===== config.mk =====
export PLATFORM = sky130hd
export DESIGN_NAME = uod_out_endpoint
export DESIGN_NICKNAME = d
export VERILOG_FILES = /design/src/common/uod_pkg.sv /design/src/hw/uod_out_endpoint.sv
export SDC_FILE = /design/constraint.sdc
export NUM_CORES = 1
export LEC_CHECK = 0
export ABC_AREA = 1
export BUFFER_PORTS_ARGS = -buffer_cell sky130_fd_sc_hd__buf_2
export CAP_MARGIN = 20
export CORE_AREA = 2 2 119 167
export DETAILED_ROUTE_END_ITERATION = 10
export DIE_AREA = 0 0 121 169
export PLACE_DENSITY_LB_ADDON = 0.3
export RECOVER_POWER = 25
export SYNTH_ARGS = -nofsm -noshare
export SYNTH_HDL_FRONTEND = slang
export SYNTH_SLANG_ARGS = --single-unit

===== constraint.sdc =====
create_clock -name mclk_in -period 6.8 [get_ports mclk_in]
set_input_delay 0 -clock mclk_in [delete_from_list [all_inputs] [get_ports mclk_in]]
set_output_delay 0 -clock mclk_in [all_outputs]
set_load 0.01 [all_outputs]

===== src/common/uod_pkg.sv =====
// Package for the OUT endpoint descriptor block: register map, bit
// positions, reset values, link handshake codes and the state record.
// Assumes one clock domain and a byte-wide firmware register port.
package uod_pkg;

  // Register port and memory widths
  localparam int ADDR_W = 16;
  localparam int DATA_W = 8;
  localparam int RAM_AW = 11;
  localparam int EP_NUM = 3;

  // Descriptor map: endpoint n config at EP1_BASE + (n-1) * stride
  localparam logic [15:0] EP1_BASE  = 16'hFF08;
  localparam logic [15:0] EP2_BASE  = 16'hFF10;
  localparam logic [15:0] EP3_BASE  = 16'hFF18;
  localparam logic [2:0]  OFS_CFG   = 3'h0;
  localparam logic [2:0]  OFS_XBASE = 3'h1;
  localparam logic [2:0]  OFS_STAT  = 3'h3;

  // Config byte fields
  localparam int CFG_ENABLE_BIT = 7;
  localparam int CFG_ISO_BIT    = 6;
  localparam int CFG_TOGGLE_BIT = 5;
  localparam int CFG_DOUBLE_BUFFER_ENABLE_BIT   = 4;
  localparam int CFG_STALL_BIT  = 3;
  localparam int CFG_IE_BIT     = 2;

  // Status byte fields (write one to clear)
  localparam int STAT_XFULL_BIT = 7;
  localparam int STAT_YFULL_BIT = 6;

  // Reset values
  localparam logic [7:0] CFG_RESET   = 8'h00;
  localparam logic [7:0] XBASE_RESET = 8'h00;

  // Buffer geometry
  localparam int          BASE_LSB_ZEROS = 3;
  localparam logic [6:0]  MAX_PKT        = 7'h40;
  localparam logic [10:0] Y_BUF_OFS      = 11'h040;

  typedef enum logic [1:0] {
    HS_NONE,
    HS_ACK,
    HS_NAK,
    HS_STALL
  } uod_hs_type;

  typedef enum logic [1:0] {
    ST_IDLE,
    ST_RECV,
    ST_DROP,
    ST_DRAIN
  } uod_rx_state_type;

  typedef struct packed {
    logic [RAM_AW-1:0] addr;
    logic [7:0]        data;
  } uod_mem_wr_type;

  typedef struct packed {
    logic [2:0][7:0]       cfg;
    logic [2:0][7:0]       xbase;
    logic [2:0]            xfull;
    logic [2:0]            yfull;
    uod_rx_state_type      st;
    logic [1:0]            idx;
    logic                  ybuf;
    logic                  keep;
    logic [6:0]            cnt;
    uod_hs_type            pend;
    uod_mem_wr_type [1:0]  fifo;
    logic [1:0]            fcnt;
    logic                  rd_ptr;
    logic                  wr_ptr;
    logic                  rx_ready;
    uod_mem_wr_type        mem;
    logic                  mem_valid;
    logic [7:0]            rdata;
    logic                  hs_valid;
    uod_hs_type            hs;
    logic                  irq;
    logic [1:0]            irq_ep;
  } uod_state_type;

endpackage


===== src/hw/uod_out_endpoint.sv =====
// OUT endpoint 1..3 descriptor registers and the packet receive path
// that stores host OUT data into buffer RAM.
// Assumes link and RAM port logic run on mclk_in; no synchronisers needed.
`timescale 1ns/1ps

// Function
// - Config byte per endpoint at fixed bases
// - Bit 7 gates buffer manager service
// - Bit 3 set answers STALL until cleared
// - Bit 2 enables completion interrupt request
// - X base at offset 1, fully read/write
// - X start address is base byte plus 000; Y start adds 040
// - Data written from programmed start address
// - Hardware never alters X base entry
// - Full buffer answers NAK, empty receives when data toggle matches
module uod_out_endpoint
  import uod_pkg::*;
(
  // Clock and reset
  input  wire logic                mclk_in,
  input  wire logic                arst_n_in,
  // Firmware register port
  input  wire logic [ADDR_W-1:0]   reg_addr_in,
  input  wire logic [DATA_W-1:0]   reg_wdata_in,
  input  wire logic                reg_wr_in,
  input  wire logic                reg_rd_in,
  output logic      [DATA_W-1:0]   reg_rdata_out,
  // Link packet framing
  input  wire logic                pkt_start_in,
  input  wire logic [1:0]          pkt_ep_in,
  input  wire logic                pkt_data1_in,
  input  wire logic                pkt_end_in,
  input  wire logic                pkt_ok_in,
  // Link byte stream
  input  wire logic                rx_valid_in,
  input  wire logic [7:0]          rx_data_in,
  output logic                     rx_ready_out,
  // Handshake answer to the host
  output logic                     hs_valid_out,
  output uod_hs_type               hs_code_out,
  // Buffer RAM write port
  output logic                     mem_valid_out,
  output logic      [RAM_AW-1:0]   mem_addr_out,
  output logic      [7:0]          mem_data_out,
  input  wire logic                mem_ready_in,
  // Completion request
  output logic                     irq_req_out,
  output logic      [1:0]          irq_ep_out
);

  uod_state_type s_ff;
  uod_state_type nxt_s;

  // Register address decode: hit, endpoint index, offset
  function automatic logic [5:0] decode(input logic [ADDR_W-1:0] a);
    logic [1:0] ep;
    ep = a[4:3];
    decode = {(a[15:5] == EP1_BASE[15:5]) && (ep != 2'd0), 2'(ep - 2'd1), a[2:0]};
  endfunction

  // Start of the selected buffer within RAM
  function automatic logic [RAM_AW-1:0] buf_start(input logic [7:0] xb, input logic yb);
    logic [RAM_AW-1:0] x;
    x = {xb, {BASE_LSB_ZEROS{1'b0}}};
    buf_start = yb ? RAM_AW'(x + Y_BUF_OFS) : x;
  endfunction

  always_comb
  begin
    logic [5:0]        dec;
    logic [1:0]        i;
    logic [7:0]        c;
    logic              yb;
    logic              full;
    logic              pop;
    logic              push;
    uod_mem_wr_type    w;
    dec  = 6'h00;
    i    = 2'd0;
    c    = 8'h00;
    yb   = 1'b0;
    full = 1'b0;
    pop  = 1'b0;
    push = 1'b0;
    w    = '0;
    nxt_s          = s_ff;
    nxt_s.hs_valid = 1'b0;
    nxt_s.hs       = HS_NONE;
    nxt_s.irq      = 1'b0;

    // Firmware writes; hardware updates below take priority
    dec = decode(reg_addr_in);
    if (reg_wr_in && dec[5])
    begin
      case (dec[2:0])
        OFS_CFG:   nxt_s.cfg[dec[4:3]] = reg_wdata_in;
        OFS_XBASE: nxt_s.xbase[dec[4:3]] = reg_wdata_in;
        OFS_STAT:
        begin
          if (reg_wdata_in[STAT_XFULL_BIT])
            nxt_s.xfull[dec[4:3]] = 1'b0;
          if (reg_wdata_in[STAT_YFULL_BIT])
            nxt_s.yfull[dec[4:3]] = 1'b0;
        end
        default: ;
      endcase
    end

    // Reads answer one cycle later; unmapped reads give zero
    nxt_s.rdata = 8'h00;
    if (reg_rd_in && dec[5])
    begin
      case (dec[2:0])
        OFS_CFG:   nxt_s.rdata = s_ff.cfg[dec[4:3]];
        OFS_XBASE: nxt_s.rdata = s_ff.xbase[dec[4:3]];
        OFS_STAT:
        begin
          nxt_s.rdata[STAT_XFULL_BIT] = s_ff.xfull[dec[4:3]];
          nxt_s.rdata[STAT_YFULL_BIT] = s_ff.yfull[dec[4:3]];
        end
        default: nxt_s.rdata = 8'h00;
      endcase
    end

    // RAM output stage, refilled from the two-entry buffer
    if (s_ff.mem_valid && mem_ready_in)
      nxt_s.mem_valid = 1'b0;
    if ((s_ff.fcnt != 2'd0) && !nxt_s.mem_valid)
    begin
      pop             = 1'b1;
      nxt_s.mem       = s_ff.fifo[s_ff.rd_ptr];
      nxt_s.mem_valid = 1'b1;
      nxt_s.rd_ptr    = ~s_ff.rd_ptr;
    end

    // Byte intake while receiving
    if (s_ff.st == ST_RECV && rx_valid_in && s_ff.rx_ready)
    begin
      if (s_ff.cnt < MAX_PKT)
      begin
        push   = 1'b1;
        w.addr = RAM_AW'(buf_start(s_ff.xbase[s_ff.idx], s_ff.ybuf)
                         + RAM_AW'(s_ff.cnt));
        w.data = rx_data_in;
        nxt_s.fifo[s_ff.wr_ptr] = w;
        nxt_s.wr_ptr = ~s_ff.wr_ptr;
        nxt_s.cnt    = 7'(s_ff.cnt + 7'd1);
      end
      else
        nxt_s.keep = 1'b0;
    end
    nxt_s.fcnt = 2'(s_ff.fcnt + {1'b0, push} - {1'b0, pop});

    case (s_ff.st)
      ST_IDLE:
      begin
        if (pkt_start_in)
        begin
          // Endpoint zero is not ours; keep the index inside the table
          i    = (pkt_ep_in == 2'd0) ? 2'd0 : 2'(pkt_ep_in - 2'd1);
          c    = s_ff.cfg[i];
          yb   = c[CFG_DOUBLE_BUFFER_ENABLE_BIT] & c[CFG_TOGGLE_BIT];
          full = yb ? s_ff.yfull[i] : s_ff.xfull[i];
          nxt_s.idx  = i;
          nxt_s.ybuf = yb;
          nxt_s.cnt  = 7'd0;
          nxt_s.keep = 1'b1;
          nxt_s.st   = ST_DROP;
          if (pkt_ep_in == 2'd0)
            nxt_s.pend = HS_NONE;
          else if (c[CFG_STALL_BIT])
            nxt_s.pend = HS_STALL;
          else if (!c[CFG_ENABLE_BIT])
            nxt_s.pend = HS_NAK;
          else if (full)
            nxt_s.pend = HS_NAK;
          else if (pkt_data1_in != c[CFG_TOGGLE_BIT])
            nxt_s.pend = HS_ACK;
          else
          begin
            nxt_s.pend = HS_ACK;
            nxt_s.st   = ST_RECV;
          end
        end
      end
      ST_RECV:
      begin
        if (pkt_end_in)
        begin
          nxt_s.keep = nxt_s.keep & pkt_ok_in;
          nxt_s.st   = ST_DRAIN;
        end
      end
      ST_DROP:
      begin
        if (pkt_end_in)
        begin
          nxt_s.hs_valid = pkt_ok_in && (s_ff.pend != HS_NONE);
          nxt_s.hs       = pkt_ok_in ? s_ff.pend : HS_NONE;
          nxt_s.st       = ST_IDLE;
        end
      end
      ST_DRAIN:
      begin
        // Completion only after every byte reached RAM
        if (s_ff.fcnt == 2'd0 && !s_ff.mem_valid)
        begin
          nxt_s.st = ST_IDLE;
          if (s_ff.keep)
          begin
            if (s_ff.ybuf)
              nxt_s.yfull[s_ff.idx] = 1'b1;
            else
              nxt_s.xfull[s_ff.idx] = 1'b1;
            nxt_s.cfg[s_ff.idx][CFG_TOGGLE_BIT] =
              ~s_ff.cfg[s_ff.idx][CFG_TOGGLE_BIT];
            nxt_s.hs_valid = 1'b1;
            nxt_s.hs       = HS_ACK;
            nxt_s.irq      = s_ff.cfg[s_ff.idx][CFG_IE_BIT];
            nxt_s.irq_ep   = 2'(s_ff.idx + 2'd1);
            // X base entry deliberately left untouched
          end
        end
      end
      default: nxt_s.st = ST_IDLE;
    endcase

    nxt_s.rx_ready = (nxt_s.st == ST_DROP) ||
                     ((nxt_s.st == ST_RECV) && (nxt_s.fcnt != 2'd2));
  end

  always_ff @(posedge mclk_in or negedge arst_n_in)
  begin
    if (!arst_n_in)
    begin
      s_ff       <= '0;
      s_ff.cfg   <= {EP_NUM{CFG_RESET}};
      s_ff.xbase <= {EP_NUM{XBASE_RESET}};
      s_ff.st    <= ST_IDLE;
      s_ff.pend  <= HS_NONE;
      s_ff.hs    <= HS_NONE;
    end
    else
      s_ff <= nxt_s;
  end

  assign reg_rdata_out = s_ff.rdata;
  assign rx_ready_out  = s_ff.rx_ready;
  assign hs_valid_out  = s_ff.hs_valid;
  assign hs_code_out   = s_ff.hs;
  assign mem_valid_out = s_ff.mem_valid;
  assign mem_addr_out  = s_ff.mem.addr;
  assign mem_data_out  = s_ff.mem.data;
  assign irq_req_out   = s_ff.irq;
  assign irq_ep_out    = s_ff.irq_ep;

endmodule // uod_out_endpoint


==> impl_metrics.ini <==
[timing]
final-hold-violation-count = 0
rsz0062_at_grt = no
fin_skew_ns = 0.00462
final.setup.tns_ns = 0
layout_worst_path_cycle_share_pct = 51.6
final-setup-viol-count = 0
holdWs_ns = 0.0106
measured_slew_at_the_worst_slew_check_pin_ns = 3.52
post-route-min-period_ns = 3.51
slew_violations = 67
max-slew-margin-rel_pct = -134
max_freq_mhz = 285

[worst_hold_path]
hold_path_class = primary input to register
timing.hold.worst.start = pkt_ep_in[0]
hold_path_end = s_ff[89]
whs_path_depth = 3

[worst_setup_path]
cp_cell_sequence = dlygate4sd3_1, clkbuf_1, clkbuf_1, buf_16
critical_path.most_common_cell = sky130_fd_sc_hd__clkbuf_1
path_class = primary input to asynchronous set/reset pin
cp.buffers_inverters = 4
endpoint_kind = asynchronous set/reset pin
timing.critical_path.arrival_ns = 4.08
r2r.worst_path.cells = 12
critical_path_rt_ns = 7.37
reg2reg_slack_ns = 4.07
r2r_start = s_ff[88]
critical-path-max-stage-delay_ns = 2.44
path_max_fanout = 71
timing.critical_path.from_type = primary input
crit-reg2reg-capture = s_ff[75]
timing.critical_path.max_delay_family = buffers and inverters
cpMaxStageDelayCell = sky130_fd_sc_hd__clkbuf_1

[power_and_ir_drop]
power_frac_seq_pct = 38.6
share_comb_of_total_power_pct = 26.6
power.share.switching_pct = 32.7
total_switching_power_w = 0.000983
p_int_w = 0.00202
cellPowerDensity_nw_per_um2 = 345
max-vdd-ir-drop_mv = 0.175
pleak_nw = 4.11
power.share.clock_pct = 34.8

[die]
die_footprint_sq_um = 20400
chipWidth_microns = 121
core_sq_um = 19000
start_util_pct = 39.4
row_count = 60
die_y_microns = 169
ioPinCount = 79

[cts]
clock_path_buffers = 2
post_cts_repair_resize_count = 0
cts_tree = done
number_of_cts_inserted_buffers = 17
cts_num_sinks = 146
clk_root_buffer_cell = sky130_fd_sc_hd__clkbuf_16
htree_levels = 4
clk_transition_reported_paths_ns = 0.06
worst_skew_pair.late_latency_ns = 0.42

[drt]
count_of_unresolved_drc_violations_after_routing = 0
dr_total_vias = 6082
first_iter_violations = 535
route.detailed.vias_per_inst = 4.94
dr.pass1.iters = 5
wire_per_inst_microns = 15.2
drt.antenna.violating_nets = 0
drt_wl_total_mm = 18.8

[job]
max_cap_violations = 1

[logic_synthesis]
synth_seq_area_share_pct = 48.9
yosys.area_share.adder_pct = 2.78
synthesis.nets = 969
synthesized_area_fraction_occupied_by_ao_oa_aoi_and_oai_cells_pct = 13.1
post_synth_and_or_nand_nor_area_fraction_pct = 24.0
number_of_distinct_standard_cells_referenced_by_the_synthesized_netlist = 48
synth_xor_area_share_pct = 1.72
synth_async_sr_flop_share_pct = 100
synthCells = 909
synth.area.top_cells = sky130_fd_sc_hd__dfrtp_1 (49%), sky130_fd_sc_hd__nand2_1 (14%), sky130_fd_sc_hd__o21ai_0 (4.3%)
post-synth-top-area-fraction_pct = 48.9
seq_cells_post_synth = 146
dominantRegCellSynth = sky130_fd_sc_hd__dfrtp_1
largest_family_of_logic_cells_by_synthesized_area = simple AND/OR/NAND/NOR gates
avgSynthCellArea_sq_um = 8.22
synth_enable_flop_cells = 0
post_synth_instance_area_sq_um = 7480
muxShareOfSynthArea_pct = 0.268
synth_top_area_cell = sky130_fd_sc_hd__dfrtp_1
yosysWarningCount = 0

[status]
violations = capacitance limit, slew limit
outcome = complete, but fails checks

[grt]
track_usage_pct = 19.2
antenna_found_initial = 0
grt_max_degree = 82
grt_pass1_vias = 5887
grt_busiest_layer = met2
remaining_global_route_overflow = 0
global_route.usage.met1_pct = 22.9
global_route.usage.met2_pct = 33.9
grt_util_met3_pct = 3.40
grt_pass1_wl_mm = 30.5

[placement]
dp_hpwl_mm = 13.6
port-buffer-count = 78
replace_congestion = 0.912

[cells_and_area]
num_antenna_cells = 0
count_of_fill_cells_added_during_filler_insertion = 1914
area_growth_pct = 16.7
layout-drive-gt1-share_pct = 14.2
final_net_count = 1031
==> routing by layer <==
metal	up-vias	routed length (microns)
li1	3051	-
met1	2842	7800
met2	148	9770
met3	41	656
met4	0	552
met5	-	0
==> cell families (layout without fill, tap and decap cells) <==
kind of cell,count (synthesis),count (layout)
AO/OA/AOI/OAI,176,176
XOR/XNOR,13,13
adder cells (fa/ha/maj),16,16
buffers and inverters,140,215
flip-flops,146,146
multiplexers,2,2
AND/OR/NAND/NOR,416,416
==> metrics by stage <==
step	instances	setup slack, ns	total power [W]	utilization (%)	instance area (sq um)
floorplan	909	4.59	0.00181	-	7480
global placement	1174	4.19	0.00196	41.1	7800
detailed placement	1174	4.10	0.00197	41.1	7800
CTS	1231	4.08	0.00304	45.9	8720
global route	1232	2.57	0.00321	45.9	8730
finish	1232	3.29	0.00301	45.9	8730
==> timing repair <==
item | CTS | global route
hold buffers | 25 | 0
endpoints found under the hold margin | 140 | 0
buffers inserted | 0 | 0
==> synthesized netlist by cell type (7+ instances only) <==
library cell                 n
sky130_fd_sc_hd__nand2_1   280
sky130_fd_sc_hd__dfrtp_1   146
sky130_fd_sc_hd__inv_1      67
sky130_fd_sc_hd__o21ai_0    64
sky130_fd_sc_hd__nor2_1     62
sky130_fd_sc_hd__o21ai_1    44
sky130_fd_sc_hd__nand3_1    36
sky130_fd_sc_hd__buf_4      32
sky130_fd_sc_hd__a21oi_1    27
sky130_fd_sc_hd__a31oi_1    20
sky130_fd_sc_hd__clkbuf_1   18
sky130_fd_sc_hd__ha_1       15
sky130_fd_sc_hd__buf_2      10
sky130_fd_sc_hd__nand4_1     8
sky130_fd_sc_hd__inv_2       7
sky130_fd_sc_hd__nor3_1      7
sky130_fd_sc_hd__xnor2_1     7
==> cells in the final DEF, fill, tap and decap left out, types with 25 or more instances in the layout <==
cell,count
sky130_fd_sc_hd__nand3_1,36
sky130_fd_sc_hd__dfrtp_1,146
sky130_fd_sc_hd__o21ai_1,44
sky130_fd_sc_hd__dlygate4sd3_1,25
sky130_fd_sc_hd__inv_1,67
sky130_fd_sc_hd__a21oi_1,27
sky130_fd_sc_hd__nand2_1,280
sky130_fd_sc_hd__nor2_1,62
sky130_fd_sc_hd__o21ai_0,64
sky130_fd_sc_hd__buf_2,72
==> area by class of cell <==
class	instances	area (sq um)	share of cell area, %
clock buffer	23	488	5.59
timing repair buffer	107	679	7.79
sequential	146	3650	41.9
tap	248	310	3.56
multi-input combinational	623	3130	35.9
inverter	76	288	3.30
clock inverter	9	175	2.01
==> flip-flops by register name, indices dropped and copies added (netlist names) <==
signal / flops
mem_data_out: 8
mem_valid_out: 1
hs_valid_out: 1
irq_req_out: 1
s_ff: 111
hs_code_out: 2
mem_addr_out: 11
irq_ep_out: 2
reg_rdata_out: 8
rx_ready_out: 1
==> worst register-to-register path, stage by stage (launching register included) <==
cell and delay [ns]:
sky130_fd_sc_hd__dfrtp_1 0.53, sky130_fd_sc_hd__inv_2 0.30, sky130_fd_sc_hd__nand2_2 0.21, sky130_fd_sc_hd__o22ai_1 0.22
sky130_fd_sc_hd__ha_1 0.20, sky130_fd_sc_hd__inv_1 0.06, sky130_fd_sc_hd__fa_1 0.40, sky130_fd_sc_hd__nor2_1 0.13
sky130_fd_sc_hd__a211oi_1 0.08, sky130_fd_sc_hd__nor3_1 0.24, sky130_fd_sc_hd__nand2_1 0.11, sky130_fd_sc_hd__nand3_1 0.09
sky130_fd_sc_hd__nand2_1 0.05
==> power groups by stage <==
stage                     registers [W]  clock network [W]  logic, W
after floorplan                 0.00114                  0  0.000670
after global placement          0.00117                  0  0.000784
after detailed placement        0.00118                  0  0.000794
after CTS                       0.00116            0.00106  0.000811
after global routing            0.00119            0.00110  0.000920
final                           0.00116            0.00105  0.000800
==> how the worst max path moves through the flow <==
stage / startpoint / to / cells after the start
CTS: s_ff[88] / s_ff[75] / 12
detailed placement: s_ff[88] / s_ff[75] / 12
floorplan: s_ff[88] / s_ff[57] / 13
global route: arst_n_in / s_ff[62] / 4
finish: arst_n_in / s_ff[43] / 4
global placement: s_ff[88] / s_ff[75] / 12
Note: power is estimated with default switching activity, not from simulation.
